--- src/inc/psr_pkg.sv ---
// What this block does
// RL1: fields packed high to low, bank_irq_enable at 23
// RL2: reset loads bank_irq_enable one, rest zero
// RL3: bank_irq_enable gates interrupts for current bank
// RL4: nonmaskable_active set on nonmaskable interrupt, read-only
// RL5: active bank copied to prior bank on exceptions; the code skips the copy while exception_active_flag is set, except on break
// RL6: save state word first, then copy bank
// RL7: bank fields only as wide as needed
// RL8: software writes only implemented bank numbers
// RL9: active bank read-only, cleared on noninterrupt exception
// RL10: maskable interrupt needs level above threshold
// RL11: handler_active_flag set on external interrupt
// RL12: exception_active_flag set on every exception
// RL13: tlb miss classed fast or double by flag
// RL14: no memory management holds exception flag zero
// RL15: privilege_select selects user mode, else zero
// RL16: global_irq_enable gates internal and maskable interrupts
// RL17: fields exist only with their configured features
// RL18: absent fields read constant, behave as held
// RL19: software never sets exception flag with user
// RL20: access only by control instructions in supervisor
// RL21: bits 31 to 24 read zero, writes ignored
package psr_pkg;
	localparam int BIT_BANK_IRQ_ENABLE = 23;
	localparam int BIT_NMI  = 22;
	localparam int PRS_LSB  = 16;
	localparam int CRS_LSB  = 10;
	localparam int IL_LSB   = 4;
	localparam int BIT_IH   = 3;
	localparam int BIT_EH   = 2;
	localparam int BIT_U    = 1;
	localparam int BIT_PIE  = 0;
	localparam int BANK_FW  = 6;
	localparam int IL_FW    = 6;
	localparam int RSV_LSB  = 24;

	localparam logic               RST_BANK_IRQ_ENABLE = 1'h1;
	localparam logic               RST_BIT  = 1'h0;
	localparam logic [BANK_FW-1:0] RST_BANK = 6'h00;
	localparam logic [IL_FW-1:0]   RST_IL   = 6'h00;

	typedef enum logic [1:0] {
		SAVE_NONE,
		SAVE_EXC,
		SAVE_BRK,
		SAVE_SHADOW
	} psr_save_t;

	// mask of the implemented bank bits for n register sets
	function automatic logic [BANK_FW-1:0] psr_bank_mask(input int n);
		int w;
		w = (n <= 1) ? 0 : $clog2(n);
		psr_bank_mask = BANK_FW'((1 << w) - 1);
	endfunction
endpackage

--- src/verilog/psr_core.sv ---
`timescale 1ns/1ps
module psr_core #(
	parameter bit HAS_MMU  = 1'b1,
	parameter bit HAS_MPU  = 1'b0,
	parameter bit HAS_EIC  = 1'b1,
	parameter int NUM_SETS = 4
)
(
	input  wire logic                        core_clk_i,
	input  wire logic                        reset_n_i,
	input  wire logic                        ctl_rd_i,
	input  wire logic                        ctl_wr_i,
	input  wire logic [31:0]                 ctl_wdata_i,
	output logic      [31:0]                 ctl_rdata_o,
	output logic                             ctl_fault_o,
	input  wire logic                        exc_take_i,
	input  wire logic                        exc_break_i,
	input  wire logic                        exc_ext_irq_i,
	input  wire logic                        exc_int_irq_i,
	input  wire logic                        exc_nmi_i,
	input  wire logic [psr_pkg::BANK_FW-1:0] exc_req_set_i,
	output logic      [31:0]                 saved_word_o,
	output psr_pkg::psr_save_t               saved_target_o,
	output logic                             saved_valid_o,
	input  wire logic                        req_ext_i,
	input  wire logic                        req_nmi_i,
	input  wire logic [psr_pkg::IL_FW-1:0]   req_level_i,
	input  wire logic [psr_pkg::BANK_FW-1:0] req_set_i,
	input  wire logic                        req_int_i,
	output logic                             ext_grant_o,
	output logic                             int_grant_o,
	input  wire logic                        tlb_miss_i,
	output logic                             tlb_fast_o,
	output logic                             tlb_double_o,
	output logic                             user_mode_o,
	output logic                             irq_enable_o,
	output logic      [psr_pkg::BANK_FW-1:0] bank_o
);
	import psr_pkg::*;

	// feature presence of each field
	localparam bit HAS_BANK = (NUM_SETS > 1); // [RL17]
	localparam bit HAS_BANK_IRQ_ENABLE = HAS_BANK && HAS_EIC;
	localparam bit HAS_EH   = HAS_MMU;
	localparam bit HAS_U    = HAS_MMU || HAS_MPU;
	localparam logic [BANK_FW-1:0] BMASK = psr_bank_mask(NUM_SETS); // [RL7]

	logic               bank_irq_enable_q;
	logic               nmi_q;
	logic [BANK_FW-1:0] prs_q;
	logic [BANK_FW-1:0] crs_q;
	logic [IL_FW-1:0]   il_q;
	logic               ih_q;
	logic               eh_q;
	logic               u_q;
	logic               pie_q;
	logic [31:0]        packed_word;
	logic               ext_ok;
	logic               int_ok;
	logic               wr_ok;
	logic               rd_ok;
	logic               prs_copy;
	logic               noint_exc;

	// a taken exception beats a control write in the same cycle
	assign wr_ok = ctl_wr_i && !u_q && !exc_take_i; // [RL20]
	assign rd_ok = ctl_rd_i && !u_q; // [RL20]
	assign noint_exc = exc_take_i && !exc_ext_irq_i && !exc_int_irq_i;
	assign prs_copy = exc_take_i && (!HAS_MMU || exc_break_i || !eh_q); // [RL5]

	psr_pack u_pack
	(
		.bank_irq_enable_i (bank_irq_enable_q),
		.nmi_i  (nmi_q),
		.prs_i  (prs_q),
		.crs_i  (crs_q),
		.il_i   (il_q),
		.ih_i   (ih_q),
		.eh_i   (eh_q),
		.u_i    (u_q),
		.pie_i  (pie_q),
		.word_o (packed_word)
	);

	psr_irq_gate #(
		.HAS_EIC (HAS_EIC)
	) u_gate
	(
		.pie_i       (pie_q),
		.bank_irq_enable_i      (bank_irq_enable_q),
		.il_i        (il_q),
		.crs_i       (crs_q),
		.req_ext_i   (req_ext_i),
		.req_nmi_i   (req_nmi_i),
		.req_level_i (req_level_i),
		.req_set_i   (req_set_i),
		.req_int_i   (req_int_i),
		.ext_ok_o    (ext_ok),
		.int_ok_o    (int_ok)
	);

	// absent fields keep their reset constant forever
	always_ff @(posedge core_clk_i or negedge reset_n_i)
	begin
		if (!reset_n_i)
			bank_irq_enable_q <= RST_BANK_IRQ_ENABLE; // [RL2]
		else if (HAS_BANK_IRQ_ENABLE && wr_ok)
			bank_irq_enable_q <= ctl_wdata_i[BIT_BANK_IRQ_ENABLE]; // [RL18]
	end

	always_ff @(posedge core_clk_i or negedge reset_n_i)
	begin
		if (!reset_n_i)
			nmi_q <= RST_BIT; // [RL2]
		else if (HAS_EIC && exc_take_i && exc_ext_irq_i && exc_nmi_i)
			nmi_q <= 1'b1; // [RL4]
	end

	// saved word captures the old value in the same edge, so the copy precedes the bank update
	always_ff @(posedge core_clk_i or negedge reset_n_i)
	begin
		if (!reset_n_i)
			prs_q <= RST_BANK;
		else if (HAS_BANK && prs_copy)
			prs_q <= crs_q; // [RL5] [RL6]
		else if (HAS_BANK && wr_ok)
			prs_q <= ctl_wdata_i[PRS_LSB +: BANK_FW] & BMASK; // [RL7] [RL8]
	end

	always_ff @(posedge core_clk_i or negedge reset_n_i)
	begin
		if (!reset_n_i)
			crs_q <= RST_BANK;
		else if (HAS_BANK && noint_exc)
			crs_q <= RST_BANK; // [RL9]
		else if (HAS_BANK && exc_take_i && exc_ext_irq_i)
			crs_q <= exc_req_set_i & BMASK; // [RL7]
	end

	always_ff @(posedge core_clk_i or negedge reset_n_i)
	begin
		if (!reset_n_i)
			il_q <= RST_IL;
		else if (HAS_EIC && wr_ok)
			il_q <= ctl_wdata_i[IL_LSB +: IL_FW];
	end

	always_ff @(posedge core_clk_i or negedge reset_n_i)
	begin
		if (!reset_n_i)
			ih_q <= RST_BIT;
		else if (HAS_EIC && exc_take_i && exc_ext_irq_i)
			ih_q <= 1'b1; // [RL11]
		else if (HAS_EIC && wr_ok)
			ih_q <= ctl_wdata_i[BIT_IH]; // [RL11]
	end

	always_ff @(posedge core_clk_i or negedge reset_n_i)
	begin
		if (!reset_n_i)
			eh_q <= RST_BIT;
		else if (HAS_EH && exc_take_i)
			eh_q <= 1'b1; // [RL12] [RL14]
		else if (HAS_EH && wr_ok)
			eh_q <= ctl_wdata_i[BIT_EH]; // [RL12] [RL19]
	end

	// handlers start in supervisor mode with interrupts off
	always_ff @(posedge core_clk_i or negedge reset_n_i)
	begin
		if (!reset_n_i)
			u_q <= RST_BIT;
		else if (HAS_U && exc_take_i)
			u_q <= 1'b0; // [RL15]
		else if (HAS_U && wr_ok)
			u_q <= ctl_wdata_i[BIT_U]; // [RL15]
	end

	always_ff @(posedge core_clk_i or negedge reset_n_i)
	begin
		if (!reset_n_i)
			pie_q <= RST_BIT;
		else if (exc_take_i)
			pie_q <= 1'b0;
		else if (wr_ok)
			pie_q <= ctl_wdata_i[BIT_PIE]; // [RL16]
	end

	always_ff @(posedge core_clk_i or negedge reset_n_i)
	begin
		if (!reset_n_i)
		begin
			saved_word_o <= 32'h00000000;
			saved_target_o <= SAVE_NONE;
			saved_valid_o <= 1'b0;
		end
		else
		begin
			saved_valid_o <= exc_take_i;
			if (exc_take_i)
			begin
				saved_word_o <= packed_word; // [RL6]
				if (exc_break_i)
					saved_target_o <= SAVE_BRK;
				else if (exc_ext_irq_i && HAS_BANK && ((exc_req_set_i & BMASK) != RST_BANK))
					saved_target_o <= SAVE_SHADOW;
				else
					saved_target_o <= SAVE_EXC;
			end
		end
	end

	always_ff @(posedge core_clk_i or negedge reset_n_i)
	begin
		if (!reset_n_i)
		begin
			ctl_rdata_o <= 32'h00000000;
			ctl_fault_o <= 1'b0;
		end
		else
		begin
			ctl_fault_o <= (ctl_rd_i || ctl_wr_i) && u_q; // [RL20]
			if (rd_ok)
				ctl_rdata_o <= packed_word; // [RL21]
		end
	end

	always_ff @(posedge core_clk_i or negedge reset_n_i)
	begin
		if (!reset_n_i)
		begin
			ext_grant_o <= 1'b0;
			int_grant_o <= 1'b0;
			tlb_fast_o <= 1'b0;
			tlb_double_o <= 1'b0;
		end
		else
		begin
			ext_grant_o <= ext_ok; // [RL3] [RL10]
			int_grant_o <= int_ok; // [RL16]
			tlb_fast_o <= tlb_miss_i && !eh_q; // [RL13]
			tlb_double_o <= tlb_miss_i && eh_q; // [RL13]
		end
	end

	assign user_mode_o = u_q;
	assign irq_enable_o = pie_q;
	assign bank_o = crs_q;
endmodule

--- src/verilog/psr_pack.sv ---
`timescale 1ns/1ps
module psr_pack
(
	input  wire logic                       bank_irq_enable_i,
	input  wire logic                       nmi_i,
	input  wire logic [psr_pkg::BANK_FW-1:0] prs_i,
	input  wire logic [psr_pkg::BANK_FW-1:0] crs_i,
	input  wire logic [psr_pkg::IL_FW-1:0]   il_i,
	input  wire logic                       ih_i,
	input  wire logic                       eh_i,
	input  wire logic                       u_i,
	input  wire logic                       pie_i,
	output logic      [31:0]                word_o
);
	import psr_pkg::*;

	always_comb
	begin
		word_o = 32'h00000000; // [RL21]
		word_o[BIT_BANK_IRQ_ENABLE] = bank_irq_enable_i; // [RL1]
		word_o[BIT_NMI] = nmi_i;
		word_o[PRS_LSB +: BANK_FW] = prs_i;
		word_o[CRS_LSB +: BANK_FW] = crs_i;
		word_o[IL_LSB +: IL_FW] = il_i;
		word_o[BIT_IH] = ih_i;
		word_o[BIT_EH] = eh_i;
		word_o[BIT_U] = u_i;
		word_o[BIT_PIE] = pie_i;
	end
endmodule

--- src/verilog/psr_irq_gate.sv ---
`timescale 1ns/1ps
module psr_irq_gate #(
	parameter bit HAS_EIC = 1'b1
)
(
	input  wire logic                       pie_i,
	input  wire logic                       bank_irq_enable_i,
	input  wire logic [psr_pkg::IL_FW-1:0]   il_i,
	input  wire logic [psr_pkg::BANK_FW-1:0] crs_i,
	input  wire logic                       req_ext_i,
	input  wire logic                       req_nmi_i,
	input  wire logic [psr_pkg::IL_FW-1:0]   req_level_i,
	input  wire logic [psr_pkg::BANK_FW-1:0] req_set_i,
	input  wire logic                       req_int_i,
	output logic                            ext_ok_o,
	output logic                            int_ok_o
);
	import psr_pkg::*;

	logic bank_ok;

	always_comb
	begin
		bank_ok = (req_set_i != crs_i) || bank_irq_enable_i; // [RL3]
		ext_ok_o = 1'b0;
		int_ok_o = 1'b0;
		if (HAS_EIC)
		begin
			if (req_nmi_i)
				ext_ok_o = bank_ok;
			else
				ext_ok_o = req_ext_i && pie_i && (req_level_i > il_i) && bank_ok; // [RL10] [RL16]
		end
		else
			int_ok_o = req_int_i && pie_i; // [RL16]
	end
endmodule

--- config.mk ---
export PLATFORM = sky130hd
export DESIGN_NAME = psr_core
export DESIGN_NICKNAME = d
export VERILOG_FILES = /design/src/inc/psr_pkg.sv /design/src/verilog/psr_core.sv /design/src/verilog/psr_pack.sv /design/src/verilog/psr_irq_gate.sv
export SDC_FILE = /design/constraint.sdc
export NUM_CORES = 1
export LEC_CHECK = 0
export BUFFER_PORTS_ARGS = -buffer_cell sky130_fd_sc_hd__buf_2
export CORE_UTILIZATION = 51
export DETAILED_ROUTE_END_ITERATION = 16
export PLACE_DENSITY = 0.8
export REMOVE_ABC_BUFFERS = 1
export SLEW_MARGIN = 10
export SYNTH_ARGS = -nofsm -noshare
export SYNTH_HDL_FRONTEND = slang
export SYNTH_HIERARCHICAL = 1
export SYNTH_SLANG_ARGS = --single-unit
--- constraint.sdc ---
create_clock -name core_clk_i -period 1.9 [get_ports core_clk_i]
set_clock_uncertainty 0.2 [all_clocks]
set_input_delay 0.57 -clock core_clk_i [delete_from_list [all_inputs] [get_ports core_clk_i]]
set_output_delay 0.57 -clock core_clk_i [all_outputs]
set_load 0.03 [all_outputs]
==> impl_metrics.json, run 1 <==
{
  "reg2reg_slack_ns": 0.28,
  "ir_drop_v": 0.0005450,
  "syn_avg_cell_area_um2": 14.65,
  "cts_max_level": 3,
  "cts_root_buf": "clkbuf_8",
  "dieArea_mm2": 0.008171,
  "groute.usage.overall_pct": 18.80,
  "drc": 0,
  "drt_first_pass_iters": 4,
  "antenna_left": 0,
  "crit_arrival_ns": 1.04,
  "synth_edf_count": 0,
  "area_growth_pct": 17.80,
  "final_util_pct": 63.37,
  "ys_ff_latch": 88,
  "numCtsBuffers": 9,
  "clock-sinks": 88,
  "regArea_mm2": 0.002205,
  "worstPathRequired_ns": 1.13,
  "p_comb_share_pct": 28.0,
  "antenna_cells": 0,
  "finalHoldWorstSlack_ns": 0.2574,
  "drive_gt1_share_pct": 55.81,
  "seqPwrFrac_pct": 47.3,
  "power_density_mw_per_mm2": 1043,
  "netlist.area_leader.share_pct": 54.63,
  "use_met2_pct": 31.49,
  "synth-main-ff-cell": "dfrtp_1",
  "post-dp-hpwl_um": 5363,
  "setup_violations": 0,
  "vias": 2347,
  "critPathCaptureType": "primary output",
  "crit_path_start_kind": "flip-flop",
  "period_share_pct": 95.09,
  "status": "finished clean",
  "place.gp.congestion": 0.7276,
  "clock.fmax_mhz": 553.5,
  "start_util_pct": 53.79,
  "totalPowerFinal_mw": 4.897,
  "grt_max_degree": 50,
  "path_class": "flip-flop to primary output",
  "hold_viol": 0,
  "path_clk_slew_ns": 0.09,
  "gr-usage-met1_pct": 24.42,
  "crit_chain": "buf_2",
  "post_drt_wl_per_cell_um": 14.95,
  "layout.nets": 451,
  "die_y_um": 90.40,
  "synthArstFlopShare_pct": 100.0,
  "post-synth-top-area-cell": "dfrtp_1",
  "cts.path.max_buffers": 2,
  "rr_startpoint": "il_q[2]",
  "cp_max_fo": 8,
  "grt_pass1_vias": 2395,
  "fp.coreArea_mm2": 0.007408,
  "clock_power_share_pct": 24.8,
  "cts_setup_buffers": 0,
  "slowest_delay_ns": 0.47,
  "drv_slew": 0,
  "antenna_found_initial": 0,
  "top_usage_layer": "met2",
  "drv_cap": 0,
  "cts_tree": "built",
  "met3_usage_pct": 3.956,
  "cp_slowest_cell": "dfrtp_2",
  "hp-class": "input port to flip-flop",
  "clk_latency_ns": 0.33,
  "yosysSeqAreaShare_pct": 55.29,
  "power_switching_mw": 1.648,
  "p_int_mw": 3.249,
  "rsz0062_at_grt": "no",
  "synth_area_leaders": "dfrtp_1 (55%), mux2_2 (12%), mux2_4 (11%)",
  "die_w_um": 90.40,
  "wl_um": 7268,
  "grt_pass1_wl_um": 11960,
  "rows": 31,
  "synth_cells": 272,
  "ys_types": 31,
  "ioPinCount": 143,
  "worst-path-buf-inv": 1,
  "swShare_pct": 33.65,
  "ys.warnings.count": 6,
  "worstHoldStart": "tlb_miss_i",
  "port_buffers": 114,
  "leakagePower_nw": 2.369,
  "vias_per_cell": 4.829,
  "multiInputGateArea_mm2": 0.001444,
  "finalCriticalPeriod_ns": 1.807,
  "nFillCells": 582,
  "drtIter0Drc": 66,
  "syn-cell-area_mm2": 0.003985,
  "grt_overflow": 0,
  "crit_family": "flip-flops",
  "cp-startpoint": "user_mode_o"
}
[area by class of cell]
cell class	instances	share of cell area [%]
flip-flops and latches	88	46.96
multi-input cells	151	30.76
repair buffers	124	14.93
clock buffers	11	3.225
well taps	99	2.639
clock inverters	5	0.8529
inverters	8	0.6397
[layer usage]
metal	wire length (um)	part of all wire (%)
met2	3727	51
met5	0	0
met3	309	4.3
met1	3140	43
met4	91	1.3
[through the flow]
| stage | area, um^2 | setup WS, ns | std cells | setup TNS [ns] |
|---|---|---|---|---|
| 2_1_floorplan | 3675 | -0.7623 | 247 | -20.81 |
| 3_3_place_gp | 4492 | 0.02708 | 469 | 0 |
| 3_5_place_dp | 4492 | 0.01410 | 469 | 0 |
| 4_1_cts | 4695 | 0.07769 | 486 | 0 |
| 5_1_grt | 4695 | 0.04384 | 486 | 0 |
| 6_report | 4695 | 0.09326 | 486 | 0 |
[Yosys cell counts (all sizes together) (2+ instances only)]
cell / count
nor2: 4
o21ai: 5
ha: 6
xor2: 3
conb: 3
nand2b: 3
a21oi: 2
nor2b: 4
buf: 47
mux2i: 8
a31oi: 3
inv: 8
xnor2: 3
nand2: 2
dfrtp: 87
mux2: 72
a32o: 2
[state kept, by name (all words and copies together), names as in the netlist, 2 cells and up]
signal,cells
prs_q,2
il_q,6
saved_word_o,32
bank_o,2
saved_target_o,2
ctl_rdata_o,32
[cells by family (layout without fill, tap and decap cells)]
kind of cell,after synthesis,in the layout,synth area share (%)
AND/OR/NAND/NOR,18,18,2.826
buffers and inverters,55,148,10.61
other,3,25,0.2826
AO/OA/AOI/OAI,16,16,2.606
multiplexers,80,80,25.18
flip-flops,88,88,55.29
adder cells (fa/ha/maj),6,6,1.884
XOR/XNOR,6,6,1.319
[path summary, 6_finish.rpt]
kind | cells after the start | endpoint
hold reg to reg | 1 | nmi_q
min in group asynchronous | 2 | saved_word_o[26]
hold / removal | 2 | tlb_double_o
max in group asynchronous | 3 | bank_irq_enable_q
setup reg to reg | 6 | ext_grant_o
setup / recovery | 1 | user_mode_o
[timing repair]
item,in CTS,in global routing
endpoints found under the setup margin,1,0
hold buffers,1,0
hold endpoints to repair,24,0
resized for setup,1,0
[cells in the final DEF (no fill, tap or decap), drive strengths merged, types with 2 or more instances in the layout]
cell type / synthesis / final
a21oi: 2 / 2
a31oi: 3 / 3
a32o: 2 / 2
buf: 47 / 123
clkbuf: 0 / 11
clkinvlp: 0 / 3
conb: 3 / 25
dfrtp: 87 / 87
ha: 6 / 6
inv: 8 / 9
mux2: 72 / 72
mux2i: 8 / 8
nand2: 2 / 2
nand2b: 3 / 3
nor2: 4 / 4
nor2b: 4 / 4
o21ai: 5 / 5
xnor2: 3 / 3
xor2: 3 / 3
[power groups by stage]
stage | logic (mW) | clock network (mW) | registers, mW
2_1_floorplan | 0.454 | 0 | 2.80
3_3_place_gp | 1.35 | 0 | 2.33
3_5_place_dp | 1.38 | 0 | 2.35
4_1_cts | 1.39 | 1.25 | 2.32
5_1_grt | 1.45 | 1.33 | 2.35
6_report | 1.37 | 1.21 | 2.31
No activity file was read; power rests on OpenSTA's default activity.
==> run 2: changes to the inputs <==
--- a/config.mk
+++ b/config.mk
@@ -7,4 +7,5 @@
 export LEC_CHECK = 0
 export BUFFER_PORTS_ARGS = -buffer_cell sky130_fd_sc_hd__buf_2
+export CORE_ASPECT_RATIO = 0.8
 export CORE_UTILIZATION = 51
 export DETAILED_ROUTE_END_ITERATION = 16
==> constraint.sdc (replaced) <==
create_clock -name core_clk_i -period 1.9 [get_ports core_clk_i]
set_clock_uncertainty 0.2 [all_clocks]
set_input_delay 0.095 -clock core_clk_i [delete_from_list [all_inputs] [get_ports core_clk_i]]
set_output_delay 0.095 -clock core_clk_i [all_outputs]
set_load 0.03 [all_outputs]
==> run 2 against run 1 <==
- final cell count up 6.4%
- worst setup slack better by 0.097 ns
- critical path depth up 4
- sequential share of layout area down 2.6 points
- critical endpoint is now ext_grant_o
- final area up 5.9%
- combinational power about the same
- sequential power about the same
- largest power group unchanged
==> impl_metrics.json, run 2 (same netlist as run 1, synthesis figures left out) <==
{
  "status": "finished clean",
  "wl_um": 7910,
  "drv_cap": 0,
  "setup_violations": 0,
  "port_buffers": 114,
  "setup_slack_ns": 0.1906,
  "final_area_mm2": 0.004971,
  "antenna_cells": 0,
  "grt_pass1_wl_um": 12480,
  "crit_path_start_kind": "flip-flop",
  "leakagePower_nw": 2.489,
  "hp-class": "input port to flip-flop",
  "multiInputGateArea_mm2": 0.001444,
  "cts_max_level": 3,
  "period_share_pct": 89.97,
  "largestRegisters": "ctl_rdata_o: 32 flops, saved_word_o: 32 flops, il_q: 6 flops",
  "most-common-layout-cells": "buf_2 (113), dfrtp_1 (87), mux2_2 (42), mux2_4 (30), dlygate4sd3_1 (30)",
  "drv_slew": 0,
  "crit_arrival_ns": 1.75,
  "fp.coreArea_mm2": 0.007497,
  "ioPinCount": 143,
  "slowest_delay_ns": 0.57,
  "grt_pass1_vias": 2505,
  "dieArea_mm2": 0.008174,
  "reg2reg_slack_ns": 0.19,
  "final_common_cell": "buf_2",
  "nFillCells": 579,
  "start_util_pct": 53.15,
  "ir_drop_v": 0.0006670,
  "drive_gt1_share_pct": 51.21,
  "numCtsBuffers": 9,
  "post_drt_wl_per_cell_um": 15.30,
  "path_class": "flip-flop to flip-flop",
  "critPathCaptureType": "flip-flop",
  "finalCriticalPeriod_ns": 1.709,
  "power_density_mw_per_mm2": 1031,
  "clk_latency_ns": 0.36,
  "path_clk_slew_ns": 0.09,
  "grt_overflow": 0,
  "cts_root_buf": "clkbuf_8",
  "regArea_mm2": 0.002203,
  "die_y_um": 81.07,
  "clock-sinks": 88,
  "die_w_um": 100.8,
  "worst-path-buf-inv": 2,
  "vias": 2470,
  "postCtsResizedCells": 0,
  "crit_chain": "inv_1 -> ha_1 -> nor2_1 -> dlygate4sd3_1 -> a31oi_1",
  "place.gp.congestion": 0.7946,
  "crit_family": "buffers and inverters",
  "clock.fmax_mhz": 585.0,
  "max-slew-margin-rel_pct": 63.01,
  "area_growth_pct": 24.74,
  "worstPathRequired_ns": 1.94,
  "drtIter0Drc": 61,
  "drt_first_pass_iters": 4,
  "cts_tree": "built",
  "groute.usage.overall_pct": 20.69,
  "worstMarginPinSlew_ns": 0.5548,
  "post-place-ws_ns": 0.1974,
  "placed_area_mm2": 0.004452,
  "post-dp-hpwl_um": 5474,
  "rows": 28,
  "cp_max_fo": 4,
  "cts.path.max_buffers": 2,
  "layout.nets": 477,
  "cp_slowest_cell": "dlygate4sd3_1",
  "drc": 0,
  "vias_per_cell": 4.778,
  "antenna_found_initial": 0,
  "hold_viol": 0,
  "grt_max_degree": 43,
  "antenna_left": 0,
  "rsz0062_at_grt": "no"
}
-- run 2: cell count changes in the layout (fill, tap and decap cells not counted), sizes merged, moves of 2 or more --
| cell | before | now |
|---|---|---|
| dlygate4sd3 | 1 | 30 |
| clkinvlp | 3 | 1 |
| bufinv | 0 | 2 |
| buf | 123 | 120 |
-- run 2: cell type report --
type                            count  area share [%]
Sequential cell                    88           44.32
Timing Repair Buffer              150           18.98
Clock buffer                       10           2.769
Tap cell                          105           2.643
Multi-Input combinational cell    151           29.05
Inverter                            8          0.6041
Clock inverter                      5           1.636
-- run 2: metal layers --
layer | up-vias | routed length [um] | global-route usage (%)
met3 | 13 | 441 | 7.315
met4 | 0 | 100 | 6.087
met1 | 1234 | 3583 | 26.48
met5 | - | 0 | 0
met2 | 83 | 3785 | 33.42
li1 | 1140 | - | -
-- run 2: worst paths after layout --
path                                   from                to  depth (start not counted)
setup reg to reg                    il_q[5]       ext_grant_o                          5
hold / removal                   exc_take_i     saved_valid_o                          2
setup / recovery                    il_q[5]       ext_grant_o                          5
max in group asynchronous         reset_n_i  saved_word_o[21]                          3
hold reg to reg            saved_word_o[20]  saved_word_o[20]                          1
min in group asynchronous         reset_n_i  saved_word_o[19]                          2
-- run 2: where the power goes --
| part | switching (mW) | total (mW) | internal, mW |
|---|---|---|---|
| Clock | 0.627 | 1.40 | 0.768 |
| Combinational | 0.824 | 1.40 | 0.579 |
| Sequential | 0.179 | 2.33 | 2.15 |
| Total | 1.63 | 5.12 | 3.49 |
-- run 2: worst reg2reg max path: cells and delay by family (launching register included) --
family	cells	cell delay [ns]
adder cells (fa/ha/maj)	1	0.17
AND/OR/NAND/NOR	1	0.09
flip-flops	1	0.40
AO/OA/AOI/OAI	1	0.09
buffers and inverters	2	0.63
-- run 2: through the flow --
| stage | hold WS, ns | utilization, % | total power [mW] | setup TNS [ns] | cells |
|---|---|---|---|---|---|
| floorplan | -0.4006 | - | 3.251 | -20.81 | 247 |
| global placement | -0.08799 | 59.38 | 3.667 | 0 | 472 |
| detailed placement | -0.07558 | 59.38 | 3.719 | 0 | 472 |
| CTS | 0.005771 | 66.31 | 5.195 | 0 | 517 |
| global route | 0.009733 | 66.31 | 5.381 | 0 | 517 |
| finish | 0.03251 | 66.31 | 5.124 | 0 | 517 |
-- run 2: repair_timing --
action | 4_1_cts | 5_1_grt
setup buffers | 0 | 0
endpoints found under the hold margin | 110 | 0
hold buffers | 30 | 0
